$ cat src/pkg/iop_pkg.sv
package iop_pkg;
  // ***************************************************************
  // widths and port space geometry
  // ***************************************************************
  localparam int ADDR_W = 16;          // external address bus width
  localparam int DATA_W = 16;          // external data bus width
  localparam int PORT_W = 4;           // port number on low address lines
  localparam int NUM_PORTS = 16;       // ports per direction
  // ***************************************************************
  // quarter-phase sequencing of one machine cycle
  // ***************************************************************
  localparam logic [1:0] QP_1 = 2'h0;  // clock out low, cycle begins
  localparam logic [1:0] QP_2 = 2'h1;  // clock out low
  localparam logic [1:0] QP_3 = 2'h2;  // clock out high, ready sampled
  localparam logic [1:0] QP_4 = 2'h3;  // clock out high, cycle may end
  // ***************************************************************
  // reset values of the bus pins
  // ***************************************************************
  localparam logic [15:0] ADDR_RST = 16'h0000;
  localparam logic [15:0] DATA_RST = 16'h0000;
  // ***************************************************************
  // bus cycle kinds and states
  // ***************************************************************
  typedef enum logic [1:0] {
    IOP_SPACE_PROG = 2'b00,
    IOP_SPACE_DATA = 2'b01,
    IOP_SPACE_IO = 2'b10
  } iop_space_t;
  typedef enum logic [1:0] {
    IOP_ST_IDLE = 2'b00,
    IOP_ST_BUSY = 2'b01
  } iop_state_t;
endpackage

$ cat src/logic/iop_bus.sv
`timescale 1ns/1ns
module iop_bus #(
  parameter int QP_CYCLES = 1  // core clocks per quarter-phase
) (
  // clock and reset
  input wire logic core_clk,
  input wire logic reset,
  // core side request
  input wire logic req_valid,
  input wire logic req_write,
  input wire iop_pkg::iop_space_t req_space,
  input wire logic [iop_pkg::ADDR_W-1:0] req_addr,
  input wire logic [iop_pkg::DATA_W-1:0] req_wdata,
  output logic req_ready,
  output logic rsp_valid,
  output logic [iop_pkg::DATA_W-1:0] rsp_rdata,
  // external bus
  output logic [iop_pkg::ADDR_W-1:0] ext_addr,
  input wire logic [iop_pkg::DATA_W-1:0] ext_data_in,
  output logic [iop_pkg::DATA_W-1:0] ext_data_out,
  output logic ext_data_oe,
  output logic ext_rw,
  output logic io_space_strobe_n,
  output logic program_space_strobe_n,
  output logic data_space_strobe_n,
  output logic cycle_begin_strobe_n,
  output logic phase_clock_out,
  input wire logic ext_ready
);
  // ***************************************************************
  // parameter check
  // ***************************************************************
  initial begin
    if (QP_CYCLES < 1 || QP_CYCLES > 255) begin
      $error("QP_CYCLES out of range");
    end
  end

  // ***************************************************************
  // ready input synchroniser
  // ***************************************************************
  logic rdy_s1_ff, rdy_s2_ff, rdy_s3_ff, rdy_ff;
  logic nxt_rdy;
  // filtered level changes only when stages two and three agree
  always_comb begin
    nxt_rdy = rdy_ff;
    if (rdy_s2_ff == rdy_s3_ff) begin
      nxt_rdy = rdy_s3_ff;
    end
  end
  always_ff @(posedge core_clk) begin
    if (reset) begin
      rdy_s1_ff <= 1'b1;
      rdy_s2_ff <= 1'b1;
      rdy_s3_ff <= 1'b1;
      rdy_ff <= 1'b1;
    end else begin
      rdy_s1_ff <= ext_ready;
      rdy_s2_ff <= rdy_s1_ff;
      rdy_s3_ff <= rdy_s2_ff;
      rdy_ff <= nxt_rdy;
    end
  end

  // ***************************************************************
  // quarter-phase timebase, free running
  // ***************************************************************
  logic [7:0] tick_ff, nxt_tick;          // clocks within a quarter
  logic [1:0] qp_ff, nxt_qp;              // current quarter-phase
  logic qp_end;                           // last clock of a quarter
  assign qp_end = (tick_ff == 8'(QP_CYCLES - 1));
  always_comb begin
    nxt_tick = qp_end ? 8'h00 : tick_ff + 8'h01;
    nxt_qp = qp_end ? qp_ff + 2'h1 : qp_ff;
  end
  always_ff @(posedge core_clk) begin
    if (reset) begin
      tick_ff <= 8'h00;
      qp_ff <= iop_pkg::QP_1;
    end else begin
      tick_ff <= nxt_tick;
      qp_ff <= nxt_qp;
    end
  end

  // ***************************************************************
  // bus cycle sequencer
  // ***************************************************************
  iop_pkg::iop_state_t st_ff, nxt_st;
  logic [iop_pkg::ADDR_W-1:0] nxt_addr;
  logic [iop_pkg::DATA_W-1:0] nxt_wdata, nxt_rdata;
  logic nxt_oe, nxt_rw, nxt_is, nxt_ps, nxt_ds, nxt_clk;
  logic nxt_req_ready, nxt_rsp_valid;
  logic go_ff, nxt_go;                    // ready seen high at quarter 3
  logic cyc_start, cyc_done;
  // a new cycle may only start on the quarter 1 boundary
  assign cyc_start = (st_ff == iop_pkg::IOP_ST_IDLE) && req_valid &&
                     qp_end && (qp_ff == iop_pkg::QP_4);
  // cycle ends at the falling edge after ready was high
  assign cyc_done = (st_ff == iop_pkg::IOP_ST_BUSY) && go_ff &&
                    qp_end && (qp_ff == iop_pkg::QP_4);

  always_comb begin
    nxt_st = st_ff;
    nxt_addr = ext_addr;
    nxt_wdata = ext_data_out;
    nxt_rdata = rsp_rdata;
    nxt_oe = ext_data_oe;
    nxt_rw = ext_rw;
    nxt_is = io_space_strobe_n;
    nxt_ps = program_space_strobe_n;
    nxt_ds = data_space_strobe_n;
    nxt_go = go_ff;
    nxt_rsp_valid = 1'b0;
    nxt_req_ready = 1'b0;
    // output clock low in quarters 1-2, high in 3-4, so that a
    // finished cycle ends on the falling edge
    nxt_clk = nxt_qp[1];
    case (st_ff)
      iop_pkg::IOP_ST_IDLE: begin
        if (cyc_start) begin
          nxt_st = iop_pkg::IOP_ST_BUSY;
          nxt_req_ready = 1'b1;
          nxt_go = 1'b0;
          // io space keeps only the port number on low lines
          if (req_space == iop_pkg::IOP_SPACE_IO) begin
            nxt_addr = {{(iop_pkg::ADDR_W-iop_pkg::PORT_W){1'b0}},
                        req_addr[iop_pkg::PORT_W-1:0]};
          end else begin
            nxt_addr = req_addr;
          end
          // one strobe per space, same timing for all
          nxt_is = (req_space != iop_pkg::IOP_SPACE_IO);
          nxt_ps = (req_space != iop_pkg::IOP_SPACE_PROG);
          nxt_ds = (req_space != iop_pkg::IOP_SPACE_DATA);
          nxt_rw = ~req_write;
          // output instruction drives, input instruction reads
          nxt_oe = req_write;
          nxt_wdata = req_wdata;
        end
      end
      iop_pkg::IOP_ST_BUSY: begin
        if (qp_end && qp_ff == iop_pkg::QP_2) begin
          nxt_go = rdy_ff;               // sample at quarter 3
        end
        if (cyc_done) begin
          nxt_st = iop_pkg::IOP_ST_IDLE;
          nxt_rsp_valid = 1'b1;
          if (ext_rw) begin
            nxt_rdata = ext_data_in;
          end
          nxt_is = 1'b1;
          nxt_ps = 1'b1;
          nxt_ds = 1'b1;
          nxt_oe = 1'b0;
          nxt_rw = 1'b1;
        end
        // ready low: strobes, address, data, oe and rw held, phase clock keeps running, next cycle samples again
      end
      default: begin
        nxt_st = iop_pkg::IOP_ST_IDLE;
      end
    endcase
  end

  // begin strobe: low in clock-low half of the first machine cycle
  logic first_ff, nxt_first;
  always_comb begin
    nxt_first = first_ff;
    if (cyc_start) begin
      nxt_first = 1'b1;
    end else if (qp_end && qp_ff == iop_pkg::QP_4) begin
      nxt_first = 1'b0;
    end
  end
  logic msc_q;
  // next value of the flag, so the strobe falls with the space strobe
  assign msc_q = ~(nxt_first && !nxt_qp[1]);

  always_ff @(posedge core_clk) begin
    if (reset) begin
      st_ff <= iop_pkg::IOP_ST_IDLE;
      ext_addr <= iop_pkg::ADDR_RST;
      ext_data_out <= iop_pkg::DATA_RST;
      rsp_rdata <= iop_pkg::DATA_RST;
      ext_data_oe <= 1'b0;
      ext_rw <= 1'b1;
      io_space_strobe_n <= 1'b1;
      program_space_strobe_n <= 1'b1;
      data_space_strobe_n <= 1'b1;
      cycle_begin_strobe_n <= 1'b1;
      phase_clock_out <= 1'b0;
      go_ff <= 1'b0;
      first_ff <= 1'b0;
      req_ready <= 1'b0;
      rsp_valid <= 1'b0;
    end else begin
      st_ff <= nxt_st;
      ext_addr <= nxt_addr;
      ext_data_out <= nxt_wdata;
      rsp_rdata <= nxt_rdata;
      ext_data_oe <= nxt_oe;
      ext_rw <= nxt_rw;
      io_space_strobe_n <= nxt_is;
      program_space_strobe_n <= nxt_ps;
      data_space_strobe_n <= nxt_ds;
      cycle_begin_strobe_n <= msc_q;
      phase_clock_out <= nxt_clk;
      go_ff <= nxt_go;
      first_ff <= nxt_first;
      req_ready <= nxt_req_ready;
      rsp_valid <= nxt_rsp_valid;
    end
  end

  // ***************************************************************
  // checks
  // ***************************************************************
  property p_one_strobe;
    @(posedge core_clk) disable iff (reset)
    (!io_space_strobe_n) |-> (program_space_strobe_n &&
                              data_space_strobe_n);
  endproperty
  a_one_strobe: assert property (p_one_strobe)
    else $error("io strobe overlaps memory strobe");
  property p_io_addr;
    @(posedge core_clk) disable iff (reset)
    (!io_space_strobe_n) |-> (ext_addr[15:4] == 12'h000);
  endproperty
  a_io_addr: assert property (p_io_addr)
    else $error("io address above port field");
  property p_io_start;
    @(posedge core_clk) disable iff (reset)
    (cyc_start && req_space == iop_pkg::IOP_SPACE_IO) |=>
      (!io_space_strobe_n && !phase_clock_out && !cycle_begin_strobe_n);
  endproperty
  a_io_start: assert property (p_io_start)
    else $error("io strobe late at cycle start");
  property p_stretch;
    @(posedge core_clk) disable iff (reset)
    (st_ff == iop_pkg::IOP_ST_BUSY && !go_ff && qp_end &&
     qp_ff == iop_pkg::QP_4) |=> (st_ff == iop_pkg::IOP_ST_BUSY);
  endproperty
  a_stretch: assert property (p_stretch)
    else $error("cycle ended without ready");
  property p_hold;
    @(posedge core_clk) disable iff (reset)
    (st_ff == iop_pkg::IOP_ST_BUSY && !cyc_done) |=>
      $stable(ext_addr);
  endproperty
  a_hold: assert property (p_hold)
    else $error("address moved during cycle");
  property p_oe;
    @(posedge core_clk) disable iff (reset)
    ext_data_oe |-> !ext_rw;
  endproperty
  a_oe: assert property (p_oe)
    else $error("data driven on a read");
  property p_msc;
    @(posedge core_clk) disable iff (reset)
    (!cycle_begin_strobe_n) |-> (!phase_clock_out);
  endproperty
  a_msc: assert property (p_msc)
    else $error("begin strobe while clock high");
  property p_same_timing;
    @(posedge core_clk) disable iff (reset)
    $fell(io_space_strobe_n) |-> (req_ready && $past(ext_rw) &&
                                  (ext_rw == !ext_data_oe));
  endproperty
  a_same_timing: assert property (p_same_timing)
    else $error("io strobe off the common cycle start");
endmodule

$ cat config.mk
export PLATFORM = sky130hd
export DESIGN_NAME = iop_bus
export DESIGN_NICKNAME = d
export VERILOG_FILES = /design/src/pkg/iop_pkg.sv /design/src/logic/iop_bus.sv
export SDC_FILE = /design/constraint.sdc
export NUM_CORES = 1
export LEC_CHECK = 0
export BUFFER_PORTS_ARGS = -buffer_cell sky130_fd_sc_hd__buf_2
export CAP_MARGIN = 20
export CORE_ASPECT_RATIO = 0.8
export CORE_MARGIN = 2
export CORE_UTILIZATION = 49
export DETAILED_ROUTE_END_ITERATION = 8
export GPL_TIMING_DRIVEN = 0
export PLACE_DENSITY = 0.79
export SLEW_MARGIN = 15
export SYNTH_ARGS = -nofsm -noshare
export SYNTH_HDL_FRONTEND = slang
export SYNTH_SLANG_ARGS = --single-unit
export TNS_END_PERCENT = 20
$ cat constraint.sdc
create_clock -name core_clk -period 2.15 [get_ports core_clk]
set_input_delay 0.3225 -clock core_clk [delete_from_list [all_inputs] [get_ports core_clk]]
set_output_delay 0.3225 -clock core_clk [all_outputs]
set_load 0.005 [all_outputs]
### After elaboration in Yosys (flattened, before gate mapping)

Index checks and enable logic that the tools add are counted.

| word-level totals | value |
|---|---|
| flip-flop bits (word level) | 74 |
| input port bits | 55 |
| word-level logic and storage cells | 83 |

| operators by class | value |
|---|---|
| add/subtract/negate cells | 2 |
| equality and inequality tests | 10 |
| muxes and demuxes | 24 |
| bitwise operators | 4 |
| reduce and logical (&&, ||, !) cells | 22 |

Operators with widths:

| cell | number |
|---|---|
| 16-bit 2-to-1 mux | 1 |
| 1-bit 2-to-1 mux | 13 |
| 1-bit case mux with 2 select lines | 6 |
| 1-bit logical AND | 9 |
| 3-bit AND reduction | 3 |
| 8-bit by 1-bit adder with 8-bit output (second input constant) | 1 |
| 8-bit zero test | 1 |
| 2-bit 2-to-1 mux | 3 |
| 2-bit != test (second input constant) | 3 |
| 2-bit OR reduction | 3 |
| 2-bit by 1-bit == test with 1-bit output (second input constant) | 2 |
| 2-bit == test (second input constant) | 2 |
| 2-bit by 1-bit != test with 1-bit output (second input constant) | 2 |
| 1-bit inverter | 4 |
| 2-bit case mux with 2 select lines | 1 |
| 2-bit AND reduction | 2 |
| 2-bit nonzero test | 2 |
| 2-bit by 1-bit adder with 2-bit output (second input constant) | 1 |
| 2-bit zero test | 1 |
| 1-bit == test | 1 |
| 1-bit zero test | 1 |

### Longest topological paths before layout

Gate-level depths: netlist of the first run.

| logic depth | value |
|---|---|
| depth after elaboration | 7 |
| mapped depth | 7 |
| depth with buffers taken out | 5 |

### Worst setup path before layout of the first run

No wires, ideal clock.

| path | value |
|---|---|
| path kind | register to register |
| start point | register tick_ff[0] |
| end point | register rsp_rdata[10] (netlist bit) |
| library setup time | 0.072 ns |
| arrival time | 1.888 ns |
| required time | 2.078 ns |
| path slack | 0.191 ns |
| stages on the path, launching flop included | 8 |
| period minus slack after synthesis | 1.959 ns |
| path through | dfxtp_1 > inv_1 > ha_1 > or4bb_1 > buf_2 > nor3_4 > buf_8 > mux2i_1 |

| on the way | value |
|---|---|
| longest elaborated chain between the ends | 4 |

Ends and longest elaborated chain:

| what | line | RTL |
|---|---|---|
| start, declared | iop_bus.sv:68 | `logic [7:0] tick_ff, nxt_tick;` |
| start signal, assigned | iop_bus.sv:81 | `tick_ff <= nxt_tick;` |
| 8-bit zero test | iop_bus.sv:71 | `assign qp_end = (tick_ff == 8'(QP_CYCLES - 1));` |
| 1-bit logical AND | iop_bus.sv:100 | `assign cyc_done = (st_ff == iop_pkg::IOP_ST_BUSY) && go_ff &&` |
| 1-bit logical AND | iop_bus.sv:101 | `qp_end && (qp_ff == iop_pkg::QP_4);` |
| 3-bit AND reduction (no line) | n/a |  |
| end signal, assigned | iop_bus.sv:185 | `rsp_rdata <= iop_pkg::DATA_RST;` |
| end signal, assigned | iop_bus.sv:201 | `rsp_rdata <= nxt_rdata;` |
| end, declared | iop_bus.sv:16 | `output logic [iop_pkg::DATA_W-1:0] rsp_rdata,` |

No other way between the ends.
A chain may end at the register's enable or synchronous reset.

### Final worst setup path of the first run

| path | value |
|---|---|
| start point | register tick_ff[0] |
| end point | register rsp_rdata[0] (netlist bit) |

The elaborated chain is that of the path after synthesis.

==> flow_metrics.tcl, run 1 <==
set metrics [dict create \
    start_util 0.5008 \
    cp-start-kind "flop" \
    worst_path_largest_cell_delay_ps 470 \
    wl_met1_mm 3.539 \
    fin_util 0.6443 \
    timing.final.max_slew_violations 0 \
    critPathRequiredTime_ps 2420 \
    final_cell_count_no_fill 537 \
    crit_chain "inv_1, ha_1, or4bb_1, buf_2, nor3_4, buf_4, mux2i_1" \
    die_width_um 93.79 \
    placedCellCount 521 \
    htree_num_levels 3 \
    setup-violations-final 0 \
    grt_overflow_total 0 \
    rows 26 \
    status "complete, no violations" \
    syn_inst 327 \
    leakagePower_nw 1.726 \
    synth-seq-cells 73 \
    tns_ps 0 \
    die_y_um 75.84 \
    finalWirelength_mm 7.861 \
    end_kind "flop" \
    ios 112 \
    syn_area_per_cell_sq_um 9.665 \
    cts_buffers 9 \
    grt_pass1_vias 2523 \
    rsz0062_at_grt "no" \
    max-slew-margin-rel 0.6104 \
    antenna_found_initial 0 \
    synth_edf_count 0 \
    path_max_fanout 7 \
    fin_worst_skew_ps 9.959 \
    dp_hpwl_mm 5.616 \
    drcViolationCount 0 \
    groute.usage.overall 0.2115 \
    yosysWarningCount 0 \
    synth.distinct_cells 45 \
    drtIter0Drc 125 \
    ff2ff_setup_slack_ps 120 \
    diodes 0 \
    path_clk_slew_ps 70 \
    first_pass_iters 4 \
    crit_slowest_cell "or4bb_1" \
    post_drt_wl_per_cell_um 14.64 \
    highest_layer "met4" \
    r2r_cells 7 \
    fmax_mhz 492.2 \
    dieArea_sq_um 7113 \
    synth-async-reset-ratio 0 \
    seq_area_frac_synth 0.4624 \
    area_growth_pct 28.66 \
    cts-root-buf "clkbuf_8" \
    layout_min_cycle_time_ps 2032 \
    crit_arrival_ps 2300 \
    fp.coreArea_sq_um 6311 \
    vias 2886 \
    total_power_w 0.002874 \
    final_nets 508 \
    holdPathStages 2 \
    clock_path_buffers 2 \
    worst_slew_pin_slew_ps 580.0 \
    report.final.hold_viol_count 0 \
    period_share 0.9450 \
    critPathKind "flop to flop" \
    cts.sink_count 73 \
    grt_pass1_wl_mm 11.79 \
    grt_max_degree 13 \
    n_fill_cell 543 \
    drive_above_1_share 0.3157 \
    wl_met3_um 509 \
    cts_tree "yes" \
    synth_ff_type "dfxtp_1" \
    p_per_area_nw_per_um2 706.8 \
    met2RoutedLength_mm 3.704 \
    syn_area_sq_um 3161 \
    max_cap_viol_count 0 \
    io_buffers 110 \
    holdWs_ps 156.3 \
    gp_congestion 0.7848 \
    vdd_drop_max_mv 0.3787 \
    syn-num-nets 386 \
    ant_nets 0 \
    hp-class "input port to flop" \
    clock_latency_ps 350 \
    via_per_inst 5.374 \
]
## where the power goes
group | internal, W | switching (W) | total [W]
combinational | 0.000105 | 0.000118 | 0.000224
sequential | 0.00137 | 0.0000129 | 0.00139
clock | 0.000760 | 0.000505 | 0.00126
## cell usage in the layout, fill, tap and decap left out, drive strengths merged, types with 2 or more instances in the layout
cell type,instances
a21oi,27
a2bb2oi,3
buf,115
bufinv,3
clkbuf,34
clkinv,2
dfxtp,73
ha,4
inv,5
mux2i,28
nand2,5
nand2b,47
nand3,4
nand3b,12
nand4,20
nor2,8
nor2b,2
nor3,4
nor4,4
o21ai,3
o2bb2ai,2
o31ai,21
or2,4
or3,3
or4,2
xor2,2
## cells by family (layout without fill, tap and decap cells)
group,Yosys count,after routing,synth area share
flip-flops,73,73,0.4624
adder cells (fa/ha/maj),4,4,0.01584
multiplexers,29,29,0.09224
buffers and inverters,34,160,0.04711
XOR/XNOR,3,3,0.008315
AO/OA/AOI/OAI,64,64,0.1314
AND/OR/NAND/NOR,120,120,0.2427
## synthesized netlist by cell type, types with 3 or more instances
cell type,number,area [sq um]
a21oi_1,27,135.1
a2bb2oi_1,3,26.28
clkbuf_1,24,90.09
dfxtp_1,73,1461
ha_1,4,50.05
inv_1,5,18.77
mux2i_1,28,280.3
nand2_1,5,18.77
nand2b_1,47,294.0
nand3_1,3,15.01
nand3b_1,12,90.09
nand4_1,20,125.1
nor2_1,8,30.03
nor3_1,3,15.01
o21ai_0,3,15.01
o31ai_1,21,157.7
or2_2,4,25.02
or3_1,3,18.77
## sequential cells by signal, summed over array words and instances (netlist names), 2 cells and up
register and flops:
ext_addr 16, tick_ff 8, qp_ff 2, ext_data_out 16
rsp_rdata 16
## path summary, 6_finish.rpt
kind	from	end
setup / recovery	tick_ff[0]	rsp_rdata[0]
hold reg to reg	rdy_s1_ff	rdy_s2_ff
hold / removal	ext_ready	rdy_s1_ff
setup reg to reg	tick_ff[0]	rsp_rdata[0]
## metal layers
layer,vias to the layer above,track usage
met3,11,0.06726
met1,1366,0.2748
met4,0,0.08213
met5,-,0
met2,89,0.3333
li1,1420,-
## final cells by class
type	count	area, sq um	area share
plain buffers	29	132.6	0.03262
clock buffers	9	123.9	0.03046
clock inverters	6	107.6	0.02646
inverters	5	18.77	0.004615
multi-input cells	220	1559	0.3834
flip-flops and latches	73	1461	0.3594
well taps	84	105.1	0.02585
repair buffers	111	558.0	0.1372
## metrics by stage
| step | cell area, sq um | setup WS (ps) |
|---|---|---|
| after floorplan | 3161 | 190.9 |
| after global placement | 3816 | 14.76 |
| after detailed placement | 3816 | -72.94 |
| after CTS | 4055 | 41.99 |
| after global routing | 4066 | 6.118 |
| final | 4066 | 118.2 |
## critical path: cells and delay by family, from the launching register on
family                   cells  cell delay [ps]
multiplexers                 1              210
AND/OR/NAND/NOR              2              750
adder cells (fa/ha/maj)      1              190
buffers and inverters        3              470
flip-flops                   1              340
## repair_timing
| item | in CTS | in global routing |
|---|---|---|
| buffers inserted | 1 | 0 |
| pin swaps | 1 | 0 |
| gates resized for setup | 0 | 4 |
| endpoints found under the setup margin | 10 | 21 |
| hold buffers | 0 | 0 |
Note: power is estimated with default switching activity, not from simulation.
==> inputs of run 2 (changes only) <==
Settings changed: CORE_MARGIN 2 to not set.
==> run 2 against run 1 <==
Non-clock buffer count unchanged. Utilization up 2.8 points. Clock skew up 1.0 ps.
==> flow_metrics.tcl, run 2 (synthesis results as in run 1) <==
set metrics [dict create \
    max-slew-margin-rel 0.6169 \
    cts_tree "yes" \
    ctsHoldBuffers 0 \
    fmax_mhz 486.1 \
    n_fill_cell 506 \
    drtIter0Drc 126 \
    final_nets 508 \
    dp_hpwl_mm 5.497 \
    intPower_w 0.002286 \
    setup-violations-final 0 \
    grt_overflow_total 0 \
    cts-root-buf "clkbuf_8" \
    fin_ws_ps 92.71 \
    htree_num_levels 3 \
    mostFrequentLayoutCells "buf_2, dfxtp_1, nand2b_1" \
    leakagePower_nw 1.733 \
    rsz0062_at_grt "yes" \
    status "complete, no violations" \
    finalInstanceArea_sq_um 4080 \
    p_switching_w 0.0006312 \
    clock_path_buffers 2 \
    switching_share 0.2163 \
    grt_pass1_vias 2642 \
    p_per_area_nw_per_um2 715.1 \
    gp_congestion 0.8668 \
    drive_above_1_share 0.3150 \
    max_cap_viol_count 0 \
    grt_max_degree 13 \
    clock_latency_ps 340 \
    groute.usage.overall 0.2279 \
    path_max_fanout 10 \
    reg_top3 "ext_addr: 16 flops, ext_data_out: 16 flops, rsp_rdata: 16 flops" \
    vdd_drop_max_mv 0.3421 \
    report.final.hold_viol_count 0 \
    tns_ps 0 \
    start_util 0.5208 \
    clockPowerShare 0.448 \
    ant_nets 0 \
    die_y_um 73.84 \
    cts_buffers 9 \
    crit_chain "inv_1, ha_1, or4bb_1, buf_2, clkbuf_1, o31ai_1, a21oi_1" \
    dieArea_sq_um 6777 \
    antenna_found_initial 0 \
    fin_worst_skew_ps 10.97 \
    pre_cts_slack_ps -48.53 \
    fp.coreArea_sq_um 6068 \
    drcViolationCount 0 \
    finalWirelength_mm 7.575 \
    timing.final.max_slew_violations 0 \
    worst_path_largest_cell_delay_ps 480 \
    grt_pass1_wl_mm 12.09 \
    end_kind "flop" \
    crit_arrival_ps 2280 \
    p_comb_frac 0.077 \
    cp-start-kind "flop" \
    ff2ff_setup_slack_ps 90 \
    vias 2870 \
    post_drt_wl_per_cell_um 14.16 \
    holdWs_ps 156.6 \
    io_buffers 110 \
    holdPathStages 2 \
    cts.sink_count 73 \
    rows 25 \
    critPathKind "flop to flop" \
    ios 112 \
    r2r_cells 7 \
    final_common_cell "buf_2" \
    area_growth_pct 29.10 \
    placed_area_sq_um 3812 \
    hp-class "input port to flop" \
    die_width_um 91.79 \
    critPathRequiredTime_ps 2370 \
    first_pass_iters 4 \
    p_seq_frac 0.475 \
    diodes 0 \
    worst_slew_pin_slew_ps 570.4 \
    path_clk_slew_ps 80 \
    via_per_inst 5.364 \
    crit_slowest_cell "or4bb_1" \
    period_share 0.9569 \
    layout_min_cycle_time_ps 2057 \
]
## run 2: cell count changes in the layout (fill, tap and decap cells not counted), sizes merged
| cell | change |
|---|---|
| inv | +1 |
| clkinvlp | -1 |
| clkbuf | +3 |
| clkinv | -2 |
## run 2: final timing paths
check | startpoint | to
worst min-delay path | ext_ready | rdy_s1_ff
worst max register to register | tick_ff[0] | ext_data_out[7]
worst min register to register | rdy_s1_ff | rdy_s2_ff
worst max-delay path | tick_ff[0] | ext_data_out[7]
## run 2: power groups by stage
stage / Sequential, W / Combinational [W] / Clock, W
finish: 0.00139 / 0.000223 / 0.00131
global route: 0.00139 / 0.000247 / 0.00139
detailed placement: 0.00142 / 0.000220 / 0
global placement: 0.00142 / 0.000217 / 0
CTS: 0.00139 / 0.000222 / 0.00133
floorplan: 0.00142 / 0.000123 / 0
## run 2: metal layers
metal / vias to the layer above / GRT usage / wire, um
li1: 1420 / - / -
met1: 1363 / 0.2925 / 3598
met2: 82 / 0.3701 / 3472
met3: 5 / 0.07971 / 442
met4: 0 / 0.05729 / 61
met5: - / 0 / 0
## run 2: metrics by stage
step / util / cells / power, W
6_report: 0.6724 / 535 / 0.002918
5_1_grt: 0.6724 / 535 / 0.003028
4_1_cts: 0.6697 / 535 / 0.002937
3_5_place_dp: 0.6282 / 518 / 0.001637
3_3_place_gp: 0.6282 / 518 / 0.001633
2_1_floorplan: - / 327 / 0.001539
## run 2: final cells by class
cell class,instances,area [sq um],area share
multi-input combinational,220,1564,0.3833
sequential,73,1461,0.3582
timing repair buffer,111,558.0,0.1368
clock buffer,12,145.1,0.03557
buffer,29,132.6,0.03251
tap,81,101.3,0.02484
clock inverter,4,98.84,0.02423
inverter,5,18.77,0.004600
## run 2: timing repair
action | 4_1_cts | 5_1_grt
endpoints found under the setup margin | 10 | 31
resized for setup | 0 | 4
pin swaps | 1 | 0
buffers inserted | 1 | 0
## run 2: critical path, delay by kind of cell, from the launching register on
family | cells | cell delay (ps)
buffers and inverters | 3 | 500
flip-flops | 1 | 340
AND/OR/NAND/NOR | 1 | 480
AO/OA/AOI/OAI | 2 | 420
adder cells (fa/ha/maj) | 1 | 200
